--- src/csf_pkg.sv ---
package csf_pkg;
	// ----------------------------------------------------------------
	// sizes
	// ----------------------------------------------------------------
	localparam int N_OUT = 4;
	localparam int N_SYN = 4;
	localparam int DIV_W = 25;
	localparam int N_STAT = 6;
	localparam int N_PIN = 9;
	localparam logic [31:0] CLK_HZ = 32'h02625a00;

	// ----------------------------------------------------------------
	// register byte offsets
	// ----------------------------------------------------------------
	localparam logic [7:0] OFS_CTRL = 8'h00;
	localparam logic [7:0] OFS_STATUS = 8'h04;
	localparam logic [7:0] OFS_STICKY = 8'h08;
	localparam logic [7:0] OFS_MASK = 8'h0c;
	localparam logic [7:0] OFS_OUT_EN = 8'h10;
	localparam logic [7:0] OFS_OUT_CFG = 8'h14;
	localparam logic [7:0] OFS_ACTIVE = 8'h18;
	localparam logic [7:0] OFS_DIV0 = 8'h20;

	// ----------------------------------------------------------------
	// ctrl fields
	// ----------------------------------------------------------------
	localparam int CTRL_PIN_SEL = 0;
	localparam int CTRL_REG_SEL = 1;
	localparam int CTRL_XTAL = 3;
	localparam int CTRL_ZDM = 4;
	localparam logic [4:0] CTRL_RST = 5'h08;

	// ----------------------------------------------------------------
	// per-output cfg byte fields
	// ----------------------------------------------------------------
	localparam int CFG_SRC = 0;
	localparam int CFG_LVL = 2;
	localparam int CFG_ASYNC = 3;
	localparam int CFG_SE = 4;
	localparam int CFG_INPH = 5;
	localparam int CFG_DRV = 6;
	localparam logic [7:0] CFG_RST = 8'hc0;
	localparam logic [1:0] DRV_MIN = 2'h1;

	// ----------------------------------------------------------------
	// other reset values
	// ----------------------------------------------------------------
	localparam logic [N_STAT-1:0] MASK_RST = 6'h00;
	localparam logic [N_OUT-1:0] OUT_EN_RST = 4'hf;
	localparam logic [DIV_W-1:0] DIV_RST = 25'h0000002;
	// in_sel(2) pulled up, oe_n high, status low
	localparam logic [N_PIN-1:0] PIN_RST = 9'h1c0;

	// output stage states
	typedef enum logic [1:0] {
		OC_OFF = 2'b00,
		OC_RUN = 2'b01,
		OC_DRAIN = 2'b10
	} csf_oc_st_t;
endpackage

--- src/csf_clock_ctrl.sv ---
`timescale 1ns/1ps
// How it works
// - output divider divides by even 2..2^25-2
// - config bit picks pin or register selection
// - select 00/01/10/11 = in0/in1/in2/crystal
// - loss status per input, feedback, pll
// - status readable; unlock drives low pin
// - each status has own sticky latch
// - writing zero clears sticky latch
// - interrupt pin asserts when a status bit rises
// - masked sources never assert interrupt
// - interrupt releases when no unmasked latch
// - gate pin high disables all outputs
// - enabled outputs individually disabled by register
// - disabled output holds low or high
// - disable mode sync or async, sync default
// - sync disable finishes current period first
// - async disable stops output at once
// - each output selects any synthesizer
// - single-ended pins complementary or in phase
// - crystal or clock mode; clock disables caps
// - drive strength 1, 2 or 3
// - zero delay takes external feedback
module csf_clock_ctrl
(
	input wire logic hclk,
	input wire logic hresetn,
	input wire logic hsel,
	input wire logic [31:0] haddr,
	input wire logic [1:0] htrans,
	input wire logic hwrite,
	input wire logic [2:0] hsize,
	input wire logic [31:0] hwdata,
	input wire logic hready,
	output logic [31:0] hrdata,
	output logic hreadyout,
	output logic hresp,
	input wire logic [1:0] ref_sel_pins,
	input wire logic output_gate_pin_n,
	input wire logic [3:0] input_absent_status,
	input wire logic feedback_absent_status,
	input wire logic pll_unlocked_status,
	input wire logic [csf_pkg::N_SYN-1:0] synth_tick,
	output logic [1:0] active_ref_sel,
	output logic crystal_osc_en,
	output logic load_cap_en,
	output logic external_feedback_sel,
	output logic pll_unlocked_pin_n,
	output logic irq_pin_n,
	output logic [csf_pkg::N_OUT-1:0] clock_true_pin,
	output logic [csf_pkg::N_OUT-1:0] clock_complement_pin,
	output logic [csf_pkg::N_OUT-1:0] driver_en,
	output logic [2*csf_pkg::N_OUT-1:0] single_ended_drive_strength
);
	// ----------------------------------------------------------------
	// pin synchronisers
	// ----------------------------------------------------------------
	logic [csf_pkg::N_PIN-1:0] pin_s1_r;
	logic [csf_pkg::N_PIN-1:0] pin_s2_r;
	logic [csf_pkg::N_PIN-1:0] pin_s3_r;
	logic [csf_pkg::N_PIN-1:0] pin_f_r;
	logic [csf_pkg::N_PIN-1:0] pin_raw;
	logic [csf_pkg::N_PIN-1:0] pin_agree;
	logic [csf_pkg::N_STAT-1:0] stat;
	logic gate_n;
	logic [1:0] pin_sel_val;

	assign pin_raw = {ref_sel_pins, output_gate_pin_n, pll_unlocked_status,
		feedback_absent_status, input_absent_status};
	assign pin_agree = ~(pin_s2_r ^ pin_s3_r);
	assign stat = pin_f_r[5:0];
	assign gate_n = pin_f_r[6];
	assign pin_sel_val = pin_f_r[8:7];

	// three stages; change accepted when stages 2 and 3 agree
	always_ff @(posedge hclk or negedge hresetn)
	begin
		if (!hresetn)
		begin
			pin_s1_r <= csf_pkg::PIN_RST;
			pin_s2_r <= csf_pkg::PIN_RST;
			pin_s3_r <= csf_pkg::PIN_RST;
			pin_f_r <= csf_pkg::PIN_RST;
		end
		else
		begin
			pin_s1_r <= pin_raw;
			pin_s2_r <= pin_s1_r;
			pin_s3_r <= pin_s2_r;
			pin_f_r <= (pin_agree & pin_s3_r) | (~pin_agree & pin_f_r);
		end
	end

	// ----------------------------------------------------------------
	// ahb-lite slave
	// ----------------------------------------------------------------
	logic [4:0] ctrl_r;
	logic [csf_pkg::N_STAT-1:0] sticky_latch_r;
	logic [csf_pkg::N_STAT-1:0] stat_d_r;
	logic [csf_pkg::N_STAT-1:0] mask_r;
	logic [csf_pkg::N_OUT-1:0] out_en_r;
	logic [8*csf_pkg::N_OUT-1:0] out_cfg_r;
	logic [csf_pkg::DIV_W-1:0] div_r [csf_pkg::N_OUT];
	logic [csf_pkg::N_OUT-1:0] running;
	logic wr_pend_r;
	logic [7:0] wr_addr_r;
	logic addr_ok;
	logic [31:0] rd_nxt;

	assign addr_ok = hsel && hready && htrans[1];

	// capture write address phase
	always_ff @(posedge hclk or negedge hresetn)
	begin
		if (!hresetn)
		begin
			wr_pend_r <= 1'b0;
			wr_addr_r <= 8'h00;
		end
		else
		begin
			if (hready)
			begin
				wr_pend_r <= addr_ok && hwrite;
			end
			if (addr_ok)
			begin
				wr_addr_r <= haddr[7:0];
			end
		end
	end

	// read mux; unmapped reads zero
	always_comb
	begin
		rd_nxt = 32'h00000000;
		case (haddr[7:0])
			csf_pkg::OFS_CTRL: rd_nxt = {27'h0000000, ctrl_r};
			csf_pkg::OFS_STATUS: rd_nxt = {26'h0000000, stat};
			csf_pkg::OFS_STICKY: rd_nxt = {26'h0000000, sticky_latch_r};
			csf_pkg::OFS_MASK: rd_nxt = {26'h0000000, mask_r};
			csf_pkg::OFS_OUT_EN: rd_nxt = {28'h0000000, out_en_r};
			csf_pkg::OFS_OUT_CFG: rd_nxt = out_cfg_r;
			csf_pkg::OFS_ACTIVE: rd_nxt = {26'h0000000, running, active_ref_sel};
			default:
			begin
				for (int k = 0; k < csf_pkg::N_OUT; k++)
				begin
					if (haddr[7:0] == csf_pkg::OFS_DIV0 + 8'(4 * k))
					begin
						rd_nxt = {7'h00, div_r[k]};
					end
				end
			end
		endcase
	end

	// registered read data and response
	always_ff @(posedge hclk or negedge hresetn)
	begin
		if (!hresetn)
		begin
			hrdata <= 32'h00000000;
			hreadyout <= 1'b1;
			hresp <= 1'b0;
		end
		else
		begin
			hreadyout <= 1'b1;
			hresp <= 1'b0;
			if (addr_ok && !hwrite)
			begin
				hrdata <= rd_nxt;
			end
		end
	end

	// plain configuration registers
	always_ff @(posedge hclk or negedge hresetn)
	begin
		if (!hresetn)
		begin
			ctrl_r <= csf_pkg::CTRL_RST;
			mask_r <= csf_pkg::MASK_RST;
			out_en_r <= csf_pkg::OUT_EN_RST;
			// reset leaves every output in sync disable
			out_cfg_r <= {csf_pkg::N_OUT{csf_pkg::CFG_RST}};
			for (int k = 0; k < csf_pkg::N_OUT; k++)
			begin
				div_r[k] <= csf_pkg::DIV_RST;
			end
		end
		else if (wr_pend_r)
		begin
			case (wr_addr_r)
				csf_pkg::OFS_CTRL: ctrl_r <= hwdata[4:0];
				csf_pkg::OFS_MASK: mask_r <= hwdata[5:0];
				csf_pkg::OFS_OUT_EN: out_en_r <= hwdata[3:0];
				csf_pkg::OFS_OUT_CFG:
				begin
					for (int k = 0; k < csf_pkg::N_OUT; k++)
					begin
						out_cfg_r[8*k +: 8] <= hwdata[8*k +: 8];
						if (hwdata[8*k+csf_pkg::CFG_DRV +: 2] == 2'h0)
						begin
							out_cfg_r[8*k+csf_pkg::CFG_DRV +: 2] <= csf_pkg::DRV_MIN;
						end
					end
				end
				default:
				begin
					for (int k = 0; k < csf_pkg::N_OUT; k++)
					begin
						if (wr_addr_r == csf_pkg::OFS_DIV0 + 8'(4 * k))
						begin
							div_r[k] <= (hwdata[24:1] == 24'h000000) ? csf_pkg::DIV_RST
								: {hwdata[24:1], 1'b0};
						end
					end
				end
			endcase
		end
	end

	// ----------------------------------------------------------------
	// status latches and interrupt
	// ----------------------------------------------------------------
	logic [csf_pkg::N_STAT-1:0] stat_rise;
	logic [csf_pkg::N_STAT-1:0] clr_keep;

	assign stat_rise = stat & ~stat_d_r;
	assign clr_keep = (wr_pend_r && wr_addr_r == csf_pkg::OFS_STICKY) ? hwdata[5:0]
		: {csf_pkg::N_STAT{1'b1}};

	always_ff @(posedge hclk or negedge hresetn)
	begin
		if (!hresetn)
		begin
			stat_d_r <= '0;
			sticky_latch_r <= '0;
		end
		else
		begin
			stat_d_r <= stat;
			sticky_latch_r <= (sticky_latch_r & clr_keep) | stat_rise;
		end
	end

	always_ff @(posedge hclk or negedge hresetn)
	begin
		if (!hresetn)
		begin
			irq_pin_n <= 1'b1;
			pll_unlocked_pin_n <= 1'b1;
		end
		else
		begin
			irq_pin_n <= ~|(sticky_latch_r & ~mask_r);
			pll_unlocked_pin_n <= ~stat[5];
		end
	end

	// ----------------------------------------------------------------
	// reference selection and input modes
	// ----------------------------------------------------------------
	always_ff @(posedge hclk or negedge hresetn)
	begin
		if (!hresetn)
		begin
			active_ref_sel <= 2'h0;
			crystal_osc_en <= 1'b1;
			load_cap_en <= 1'b1;
			external_feedback_sel <= 1'b0;
		end
		else
		begin
			active_ref_sel <= ctrl_r[csf_pkg::CTRL_PIN_SEL] ? pin_sel_val
				: ctrl_r[csf_pkg::CTRL_REG_SEL +: 2];
			crystal_osc_en <= ctrl_r[csf_pkg::CTRL_XTAL];
			load_cap_en <= ctrl_r[csf_pkg::CTRL_XTAL];
			external_feedback_sel <= ctrl_r[csf_pkg::CTRL_ZDM];
		end
	end

	// ----------------------------------------------------------------
	// output stages
	// ----------------------------------------------------------------
	genvar g;
	generate
		for (g = 0; g < csf_pkg::N_OUT; g++)
		begin : g_out
			csf_pkg::csf_oc_st_t st_r;
			logic [1:0] src_r;
			logic [23:0] half_r;
			logic [23:0] cnt_r;
			logic phase_r;
			logic want_on;
			logic tick;
			logic edge_now;
			logic period_end;
			logic [7:0] cfg;

			assign cfg = out_cfg_r[8*g +: 8];
			assign want_on = !gate_n && out_en_r[g];
			assign tick = synth_tick[src_r];
			assign edge_now = tick && (cnt_r == half_r - 24'h000001);
			assign period_end = edge_now && phase_r;
			assign running[g] = (st_r != csf_pkg::OC_OFF);

			// state, divider and phase
			always_ff @(posedge hclk or negedge hresetn)
			begin
				if (!hresetn)
				begin
					st_r <= csf_pkg::OC_OFF;
					src_r <= 2'h0;
					half_r <= 24'h000001;
					cnt_r <= 24'h000000;
					phase_r <= 1'b0;
				end
				else
				begin
					if (st_r != csf_pkg::OC_OFF && tick)
					begin
						cnt_r <= edge_now ? 24'h000000 : cnt_r + 24'h000001;
						phase_r <= edge_now ? ~phase_r : phase_r;
					end
					case (st_r)
						csf_pkg::OC_OFF:
						begin
							src_r <= cfg[csf_pkg::CFG_SRC +: 2];
							half_r <= div_r[g][24:1];
							cnt_r <= 24'h000000;
							phase_r <= 1'b0;
							if (want_on)
							begin
								st_r <= csf_pkg::OC_RUN;
							end
						end
						csf_pkg::OC_RUN:
						begin
							if (period_end)
							begin
								src_r <= cfg[csf_pkg::CFG_SRC +: 2];
								half_r <= div_r[g][24:1];
							end
							if (!want_on)
							begin
								if (cfg[csf_pkg::CFG_ASYNC])
								begin
									st_r <= csf_pkg::OC_OFF;
								end
								else
								begin
									st_r <= csf_pkg::OC_DRAIN;
								end
							end
						end
						csf_pkg::OC_DRAIN:
						begin
							if (period_end || cfg[csf_pkg::CFG_ASYNC])
							begin
								st_r <= csf_pkg::OC_OFF;
							end
							else if (want_on)
							begin
								st_r <= csf_pkg::OC_RUN;
							end
						end
						default: st_r <= csf_pkg::OC_OFF;
					endcase
				end
			end

			// pin drive
			always_ff @(posedge hclk or negedge hresetn)
			begin
				if (!hresetn)
				begin
					clock_true_pin[g] <= 1'b0;
					clock_complement_pin[g] <= 1'b1;
					driver_en[g] <= 1'b0;
					single_ended_drive_strength[2*g +: 2] <= 2'h3;
				end
				else
				begin
					driver_en[g] <= running[g];
					clock_true_pin[g] <= running[g] ? phase_r : cfg[csf_pkg::CFG_LVL];
					clock_complement_pin[g] <= (running[g] ? phase_r : cfg[csf_pkg::CFG_LVL])
						^ ~(cfg[csf_pkg::CFG_SE] && cfg[csf_pkg::CFG_INPH]);
					single_ended_drive_strength[2*g +: 2] <= cfg[csf_pkg::CFG_DRV +: 2];
				end
			end
		end
	endgenerate
endmodule // csf_clock_ctrl

--- config.mk ---
export PLATFORM = sky130hd
export DESIGN_NAME = csf_clock_ctrl
export DESIGN_NICKNAME = d
export VERILOG_FILES = /design/src/csf_pkg.sv /design/src/csf_clock_ctrl.sv
export SDC_FILE = /design/constraint.sdc
export NUM_CORES = 1
export LEC_CHECK = 0
export BUFFER_PORTS_ARGS = -buffer_cell sky130_fd_sc_hd__buf_2
export CORE_MARGIN = 3
export CORE_UTILIZATION = 35
export CTS_BUF_LIST = sky130_fd_sc_hd__clkbuf_4 sky130_fd_sc_hd__clkbuf_8
export DETAILED_ROUTE_END_ITERATION = 10
export GPL_ROUTABILITY_DRIVEN = 1
export GPL_TIMING_DRIVEN = 0
export SKIP_LAST_GASP = 1
export SYNTH_ARGS = -nofsm -noshare
export SYNTH_HDL_FRONTEND = slang
export SYNTH_SLANG_ARGS = --single-unit
--- constraint.sdc ---
create_clock -name hclk -period 6.9 [get_ports hclk]
set_input_delay 0.69 -clock hclk [delete_from_list [all_inputs] [get_ports hclk]]
set_output_delay 0.69 -clock hclk [all_outputs]
set_load 0.02 [all_outputs]
==> flow_summary_export.csv, run 1 <==
group,metric,value,unit
clock_tree,cts_resized,0,
die,dieArea,0.0709,sq mm
clock_tree,root_buffer,"clkbuf_8",
detailed_routing,drt_first_iter_violations,1535,
power_and_ir_drop,powerDensity,279,mW/mm^2
synthesis,netlist.top_cell.by_area,"dfrtp_1",
power_and_ir_drop,peakVddDrop,242,uV
synthesis,synth_area_leaders,"dfrtp_1 (45%), mux2_2 (9.7%), dfstp_2 (5.3%)",
die,boundaryPins,148,
synthesis,synth_ff_type,"dfrtp_1",
synthesis,synth_edf_count,0,
setup_path,worstPathCellList,"inv_1 -> ha_1 -> nor3b_1 -> nand2_1 -> or4_1 -> o41a_1 -> a211oi_1 -> clkbuf_1 -> nand4_1 -> clkbuf_1 -> a31o_2",
placement,portBuffers,115,
synthesis,yosys_warnings,0,
sta,fin_ws,2370,ps
setup_path,reg2reg_from,"g_out[0].half_r[1]$_DFFE_PN0P_",
setup_path,r2r_slack,2370,ps
sta,hold_viol,0,
setup_path,worstPathRequired,7450,ps
die,num_rows,94,
synthesis,async_reset_ff_share,100,%
die,start_util,35.7,%
synthesis,synthesis.nets,2244,
synthesis,ys_ff_latch,470,
clock_tree,cts.hold.buffers_added,0,
cells_and_area,final_net_count,2448,
sta,setup_viol,0,
cells_and_area,multi_input_area,0.0113,sq mm
cells_and_area,final_layout_size_suffix_gt1_share,25.8,%
setup_path,end_kind,"flip-flop",
placement,dp_hpwl,54.0,mm
cells_and_area,seq_area,0.0118,sq mm
setup_path,crit_top_cell,"clkbuf_1",
detailed_routing,drc,0,
global_routing,antenna_found_initial,9,
sta,clock_skew,45.1,ps
synthesis,synthDistinctLibCells,91,
setup_path,worstSetupStartpointType,"flip-flop",
detailed_routing,vias,18254,
clock_tree,cts_max_level,3,
synthesis,ys_seq_area_share,49.8,%
synthesis,synth_cells,2149,
synthesis,synth_common_cells,"dfrtp_1 (422), mux2_2 (205), nor2_1 (134)",
clock_tree,post_cts_buffers,0,
sta,fmax,221,MHz
cells_and_area,final_util,41.2,%
flow_run,maxCapViolCount,0,
synthesis,netlist_area,0.0237,sq mm
die,die_x,266,um
synthesis,yosysMostFrequentCell,"dfrtp_1",
hold_path,min_path_type,"in2async",
placement,routabilityCongestion,0.909,
detailed_routing,routed_wl,71.7,mm
clock_tree,clock_latency,690,ps
placement,place_ws,2350,ps
detailed_routing,vias_per_cell,5.54,
sta,fin_crit,4530,ps
setup_path,rr_worst_depth,11,
global_routing,grt_pass1_vias,18842,
synthesis,syn_avg_cell_area,11.0,sq um
setup_path,crit_slowest_cell,"nor3b_1",
global_routing,grt_pass1_wl,112,mm
clock_tree,cts_inserted_buffers,83,
die,fp.dieH,266,um
sta,whs,65.4,ps
sta,finalCritPeriodShare,65.7,%
setup_path,crit_type,"reg2reg",
global_routing,grt-ovfl-total,0,
setup_path,path_max_fanout,10,
setup_path,arrival,5080,ps
global_routing,grt_max_degree,108,
detailed_routing,wl_per_cell,21.8,um
power_and_ir_drop,p_leak,11.3,nW
clock_tree,clock_path_buffers,3,
die,core,0.0665,sq mm
sta,fin_setup_tns,0,ps
sta,tightest_slew,1190,ps
clock_tree,cts_tree,"done",
clock_tree,cts_sinks,470,
global_routing,grt.total_usage,20.4,%
sta,finalMaxSlewViolations,0,
synthesis,netlist.area_leader.share,44.5,%
sta,slew_headroom,19.6,%
clock_tree,clk_pin_slew,60,ps
setup_path,slowest_delay,740,ps
cells_and_area,num-fill-cells,6342,
setup_path,regToRegEndpoint,"g_out[0].half_r[20]$_DFFE_PN0P_",
detailed_routing,first_pass_iters,8,
detailed_routing,detail-route-antenna-nets,0,
outcome,outcome,"complete, no violations",
sta,rsz0062_at_grt,"no",
cells_and_area,area_delta_synth_final,15.5,%
per-layer routing:
metal / vias to the layer above / share of wire [%] / track usage (%)
met3: 134 / 5.9 / 3.99
met5: - / 0.013 / 0
met4: 2 / 3.2 / 6.82
li1: 8375 / - / -
met2: 560 / 47 / 33.3
met1: 9183 / 44 / 27.1
registers in the layout, indices dropped and copies added (netlist names), 8 cells and up, named ones only:
name	cells
div_r	96
g_out.cnt_r	96
g_out.half_r	96
hrdata	32
out_cfg_r	32
pin_s1_r	9
pin_s2_r	9
pin_s3_r	9
g_out.src_r	8
g_out.st_r	8
single_ended_drive_strength	8
wr_addr_r	8
layout make-up:
class | count | share of cell area (%)
sequential | 470 | 43.2
tap | 864 | 3.95
antenna | 5 | 0.0457
clock inverter | 23 | 0.991
clock buffer | 132 | 5.90
buffer | 109 | 1.64
inverter | 44 | 0.603
timing repair buffer | 119 | 2.54
multi-input combinational | 1526 | 41.2
worst max-delay path, delay by kind of cell, from the launching register on:
| family | cells | cell delay, ps |
|---|---|---|
| AND/OR/NAND/NOR | 4 | 2150 |
| buffers and inverters | 3 | 840 |
| AO/OA/AOI/OAI | 3 | 810 |
| flip-flops | 1 | 420 |
| adder cells (fa/ha/maj) | 1 | 170 |
cells in the final DEF (no fill, tap or decap), drive strengths merged, types with 8 or more instances in the layout:
cell    netlist  final
dfrtp       422    422
mux2        225    225
clkbuf       92    224
buf          17    136
nor2        134    134
nand2       127    127
nor3        107    107
xor2        106    106
xnor2       101    101
nand3        68     68
o21ai        60     60
dfstp        48     48
inv          42     46
and3         45     45
a31o         40     40
a21oi        39     39
nand4        38     38
nor4         34     34
a222oi       23     23
or3          21     21
a21boi       20     20
or4          20     20
nand2b       19     19
nor3b        19     19
a31oi        17     17
and4         17     17
nor2b        17     17
nand3b       17     17
a32o         17     17
clkinv        2     14
o22ai        13     13
a221oi       11     11
a22oi        10     10
o211ai       10     10
nand4b        9      9
maj3          9      9
mux2i         8      8
or2           8      8
ha            8      8
o41ai         8      8
power breakdown:
part	internal, mW	switching (mW)	leakage (nW)
Clock	1.66	1.23	1.00
Sequential	3.08	0.369	5.75
Combinational	0.580	0.715	4.53
worst max-delay path by stage:
stage | start | endpoint | slack, ps | cells past startpoint
after floorplan | g_out[3].half_r[5]$_DFFE_PN0P_ | g_out[3].half_r[10]$_DFFE_PN0P_ | 3250 | 10
after global routing | g_out[0].half_r[1]$_DFFE_PN0P_ | g_out[0].half_r[20]$_DFFE_PN0P_ | 1960 | 11
after CTS | g_out[0].half_r[1]$_DFFE_PN0P_ | g_out[0].half_r[20]$_DFFE_PN0P_ | 2290 | 11
after detailed placement | g_out[0].half_r[1]$_DFFE_PN0P_ | g_out[0].half_r[20]$_DFFE_PN0P_ | 2350 | 11
after global placement | hresetn | clock_true_pin[2]$_DFF_PN0_ | -4260 | 1
final | g_out[0].half_r[1]$_DFFE_PN0P_ | g_out[0].half_r[20]$_DFFE_PN0P_ | 2370 | 11
cells by family after synthesis:
family          share of synthesized area, %
fa+ha+maj                              0.802
compound gates                          10.7
simple gates                            16.6
xor+xnor                                7.74
other cells                           0.0317
buf+inv                                 2.59
mux                                     11.7
flops                                   49.8
through the flow:
stage	power (mW)	instance area, sq um	cells
floorplan	4.27	23700	2149
global placement	4.74	25400	3128
detailed placement	4.78	25500	3132
CTS	7.71	27400	3287
global route	8.01	27400	3289
finish	7.63	27400	3292
Note: power is estimated with default switching activity, not from simulation.
==> run 2, diff against run 1 <==
Clock period 6.9 ns to 4.6 ns, I/O delays scaled along.
==> flow_summary_export.csv, run 2 (same netlist as run 1, synthesis figures left out) <==
group,metric,value,unit
sta,rsz0062_at_grt,"no",
global_routing,grt.total_usage,20.4,%
cells_and_area,final_net_count,2468,
setup_path,rr_worst_depth,10,
cells_and_area,final_layout_size_suffix_gt1_share,25.7,%
power_and_ir_drop,power.switching,3.49,mW
sta,fin_ws,277,ps
setup_path,crit_top_cell,"buf_6",
setup_path,regToRegEndpoint,"g_out[3].half_r[15]$_DFFE_PN0P_",
placement,placed_cell_area,0.0255,sq mm
setup_path,slowest_delay,800,ps
clock_tree,root_buffer,"clkbuf_8",
setup_path,end_kind,"flip-flop",
sta,whs,54.9,ps
sta,fmax,231,MHz
placement,routabilityCongestion,0.909,
die,core,0.0665,sq mm
setup_path,worstPathCellList,"buf_6 -> or4_1 -> clkbuf_1 -> or4_4 -> nor4_1 -> o21ai_0 -> nand4bb_1 -> o41ai_4 -> buf_6 -> mux2_4",
sta,setup_viol,0,
setup_path,reg2reg_from,"g_out[3].half_r[5]$_DFFE_PN0P_",
placement,portBuffers,115,
clock_tree,cts_tree,"done",
global_routing,grt_pass1_vias,18910,
setup_path,crit_slowest_cell,"o41ai_4",
setup_path,crit_type,"reg2reg",
sta,finalMaxSlewViolations,0,
hold_path,hold_depth,2,
placement,place_ws,47.2,ps
hold_path,min_path_type,"in2reg",
power_and_ir_drop,pwr-share-seq,45.1,%
sta,hold_viol,0,
die,fp.dieH,266,um
global_routing,grt_max_degree,108,
clock_tree,cts_inserted_buffers,83,
die,dieArea,0.0709,sq mm
detailed_routing,wl_per_cell,21.7,um
die,die_x,266,um
setup_path,arrival,4860,ps
die,start_util,35.7,%
detailed_routing,vias,18443,
power_and_ir_drop,p_int,7.99,mW
power_and_ir_drop,swShare,30.4,%
flow_run,maxCapViolCount,0,
power_and_ir_drop,powerDensity,415,mW/mm^2
sta,fin_crit,4320,ps
clock_tree,clock_path_buffers,3,
global_routing,grt_pass1_wl,113,mm
clock_tree,cts_max_level,3,
detailed_routing,first_pass_iters,7,
setup_path,path_max_fanout,10,
hold_path,hold-path-endpoint,"out_cfg_r[0]$_DFFE_PN0P_",
detailed_routing,routed_wl,72.0,mm
sta,finalCritPeriodShare,94.0,%
clock_tree,clock_latency,690,ps
cells_and_area,num-fill-cells,6328,
setup_path,worstSetupStartpointType,"flip-flop",
sta,tightest_slew,1120,ps
outcome,outcome,"complete, no violations",
sta,slew_headroom,25.3,%
placement,placed_cells,3132,
hold_path,hold_path_startpoint,"hwdata[0]",
cells_and_area,area_delta_synth_final,16.5,%
global_routing,antenna_found_initial,9,
power_and_ir_drop,clkPwrFrac,37.8,%
clock_tree,clk_pin_slew,70,ps
placement,dp_hpwl,54.0,mm
power_and_ir_drop,peakVddDrop,362,uV
setup_path,worstPathRequired,5140,ps
cells_and_area,top_regs,"div_r x96, g_out.cnt_r x96, g_out.half_r x96",
sta,clock_skew,42.1,ps
detailed_routing,drc,0,
cells_and_area,layout_commonest_cell,"dfrtp_1",
detailed_routing,detail-route-antenna-nets,0,
cells_and_area,final_cell_mix,"dfrtp_1 (422), mux2_2 (205), nor2_1 (134)",
setup_path,r2r_slack,280,ps
die,boundaryPins,148,
global_routing,grt-ovfl-total,0,
detailed_routing,drt_first_iter_violations,1555,
cells_and_area,fin_cells,3310,
cells_and_area,final_util,41.6,%
die,num_rows,94,
setup_path,crit_start,"g_out[3].half_r[5]$_DFFE_PN0P_",
power_and_ir_drop,pwr-share-comb,17.1,%
cells_and_area,finalInstanceArea,0.0276,sq mm
detailed_routing,vias_per_cell,5.57,
power_and_ir_drop,p_leak,11.4,nW
clock_tree,cts_sinks,470,
run 2: changes by cell type in the layout (fill, tap and decap cells not counted), sizes merged:
cell and change:
dlygate4sd3 +20, diode -2
run 2: per-layer routing:
layer	track usage [%]	wire, um	vias up
met1	27.2	31600	9328
met4	6.83	2270	4
met5	0	23	-
met3	3.99	4160	139
met2	33.4	33900	564
li1	-	-	8408
run 2: worst max path at each step:
stage | to | slack, ps | cells after the start
2_1_floorplan | g_out[3].half_r[10]$_DFFE_PN0P_ | 950 | 10
3_3_place_gp | clock_true_pin[2]$_DFF_PN0_ | -6330 | 1
3_5_place_dp | g_out[0].half_r[20]$_DFFE_PN0P_ | 50 | 11
4_1_cts | g_out[3].cnt_r[5]$_DFFE_PN0P_ | 50 | 10
5_1_grt | g_out[0].cnt_r[20]$_DFFE_PN0P_ | 20 | 9
6_report | g_out[3].half_r[15]$_DFFE_PN0P_ | 280 | 10
run 2: power by group through the flow:
stage	logic [mW]	registers (mW)	clock network [mW]
2_1_floorplan	1.35	5.06	0
3_3_place_gp	1.89	5.22	0
3_5_place_dp	1.94	5.23	0
6_report	1.96	5.18	4.34
4_1_cts	1.97	5.16	4.45
5_1_grt	2.16	5.23	4.64
run 2: area by class of cell:
cell class	instances	area, sq um	share of cell area [%]
Buffer	109	449	1.63
Sequential cell	470	11800	42.8
Timing Repair Buffer	139	896	3.24
Inverter	44	165	0.598
Clock buffer	132	1620	5.85
Clock inverter	23	272	0.983
Antenna cell	3	7.51	0.0272
Multi-Input combinational cell	1526	11300	41.0
Tap cell	864	1080	3.91
run 2: what timing repair did:
item | CTS | global route
setup buffers | 0 | 0
gates resized for setup | 1 | 4
hold buffers | 20 | 0
endpoints found under the hold margin | 99 | 0
setup endpoints to repair | 3 | 74
pin swaps | 0 | 1
run 2: stage by stage:
| stage | power [mW] | setup TNS [ps] |
|---|---|---|
| after floorplan | 6.41 | 0 |
| after global routing | 12.0 | 0 |
| after CTS | 11.6 | 0 |
| final | 11.5 | 0 |
| after detailed placement | 7.18 | 0 |
| after global placement | 7.11 | -2809970 |
run 2: worst max-delay path: cells and delay by family (launching register included):
kind                   cells  cell delay, ps
and+or+nand+nor            4            1920
AOI/OAI and AO/OA          2             920
buffers and inverters      3             650
DFF                        1             380
muxes                      1             310
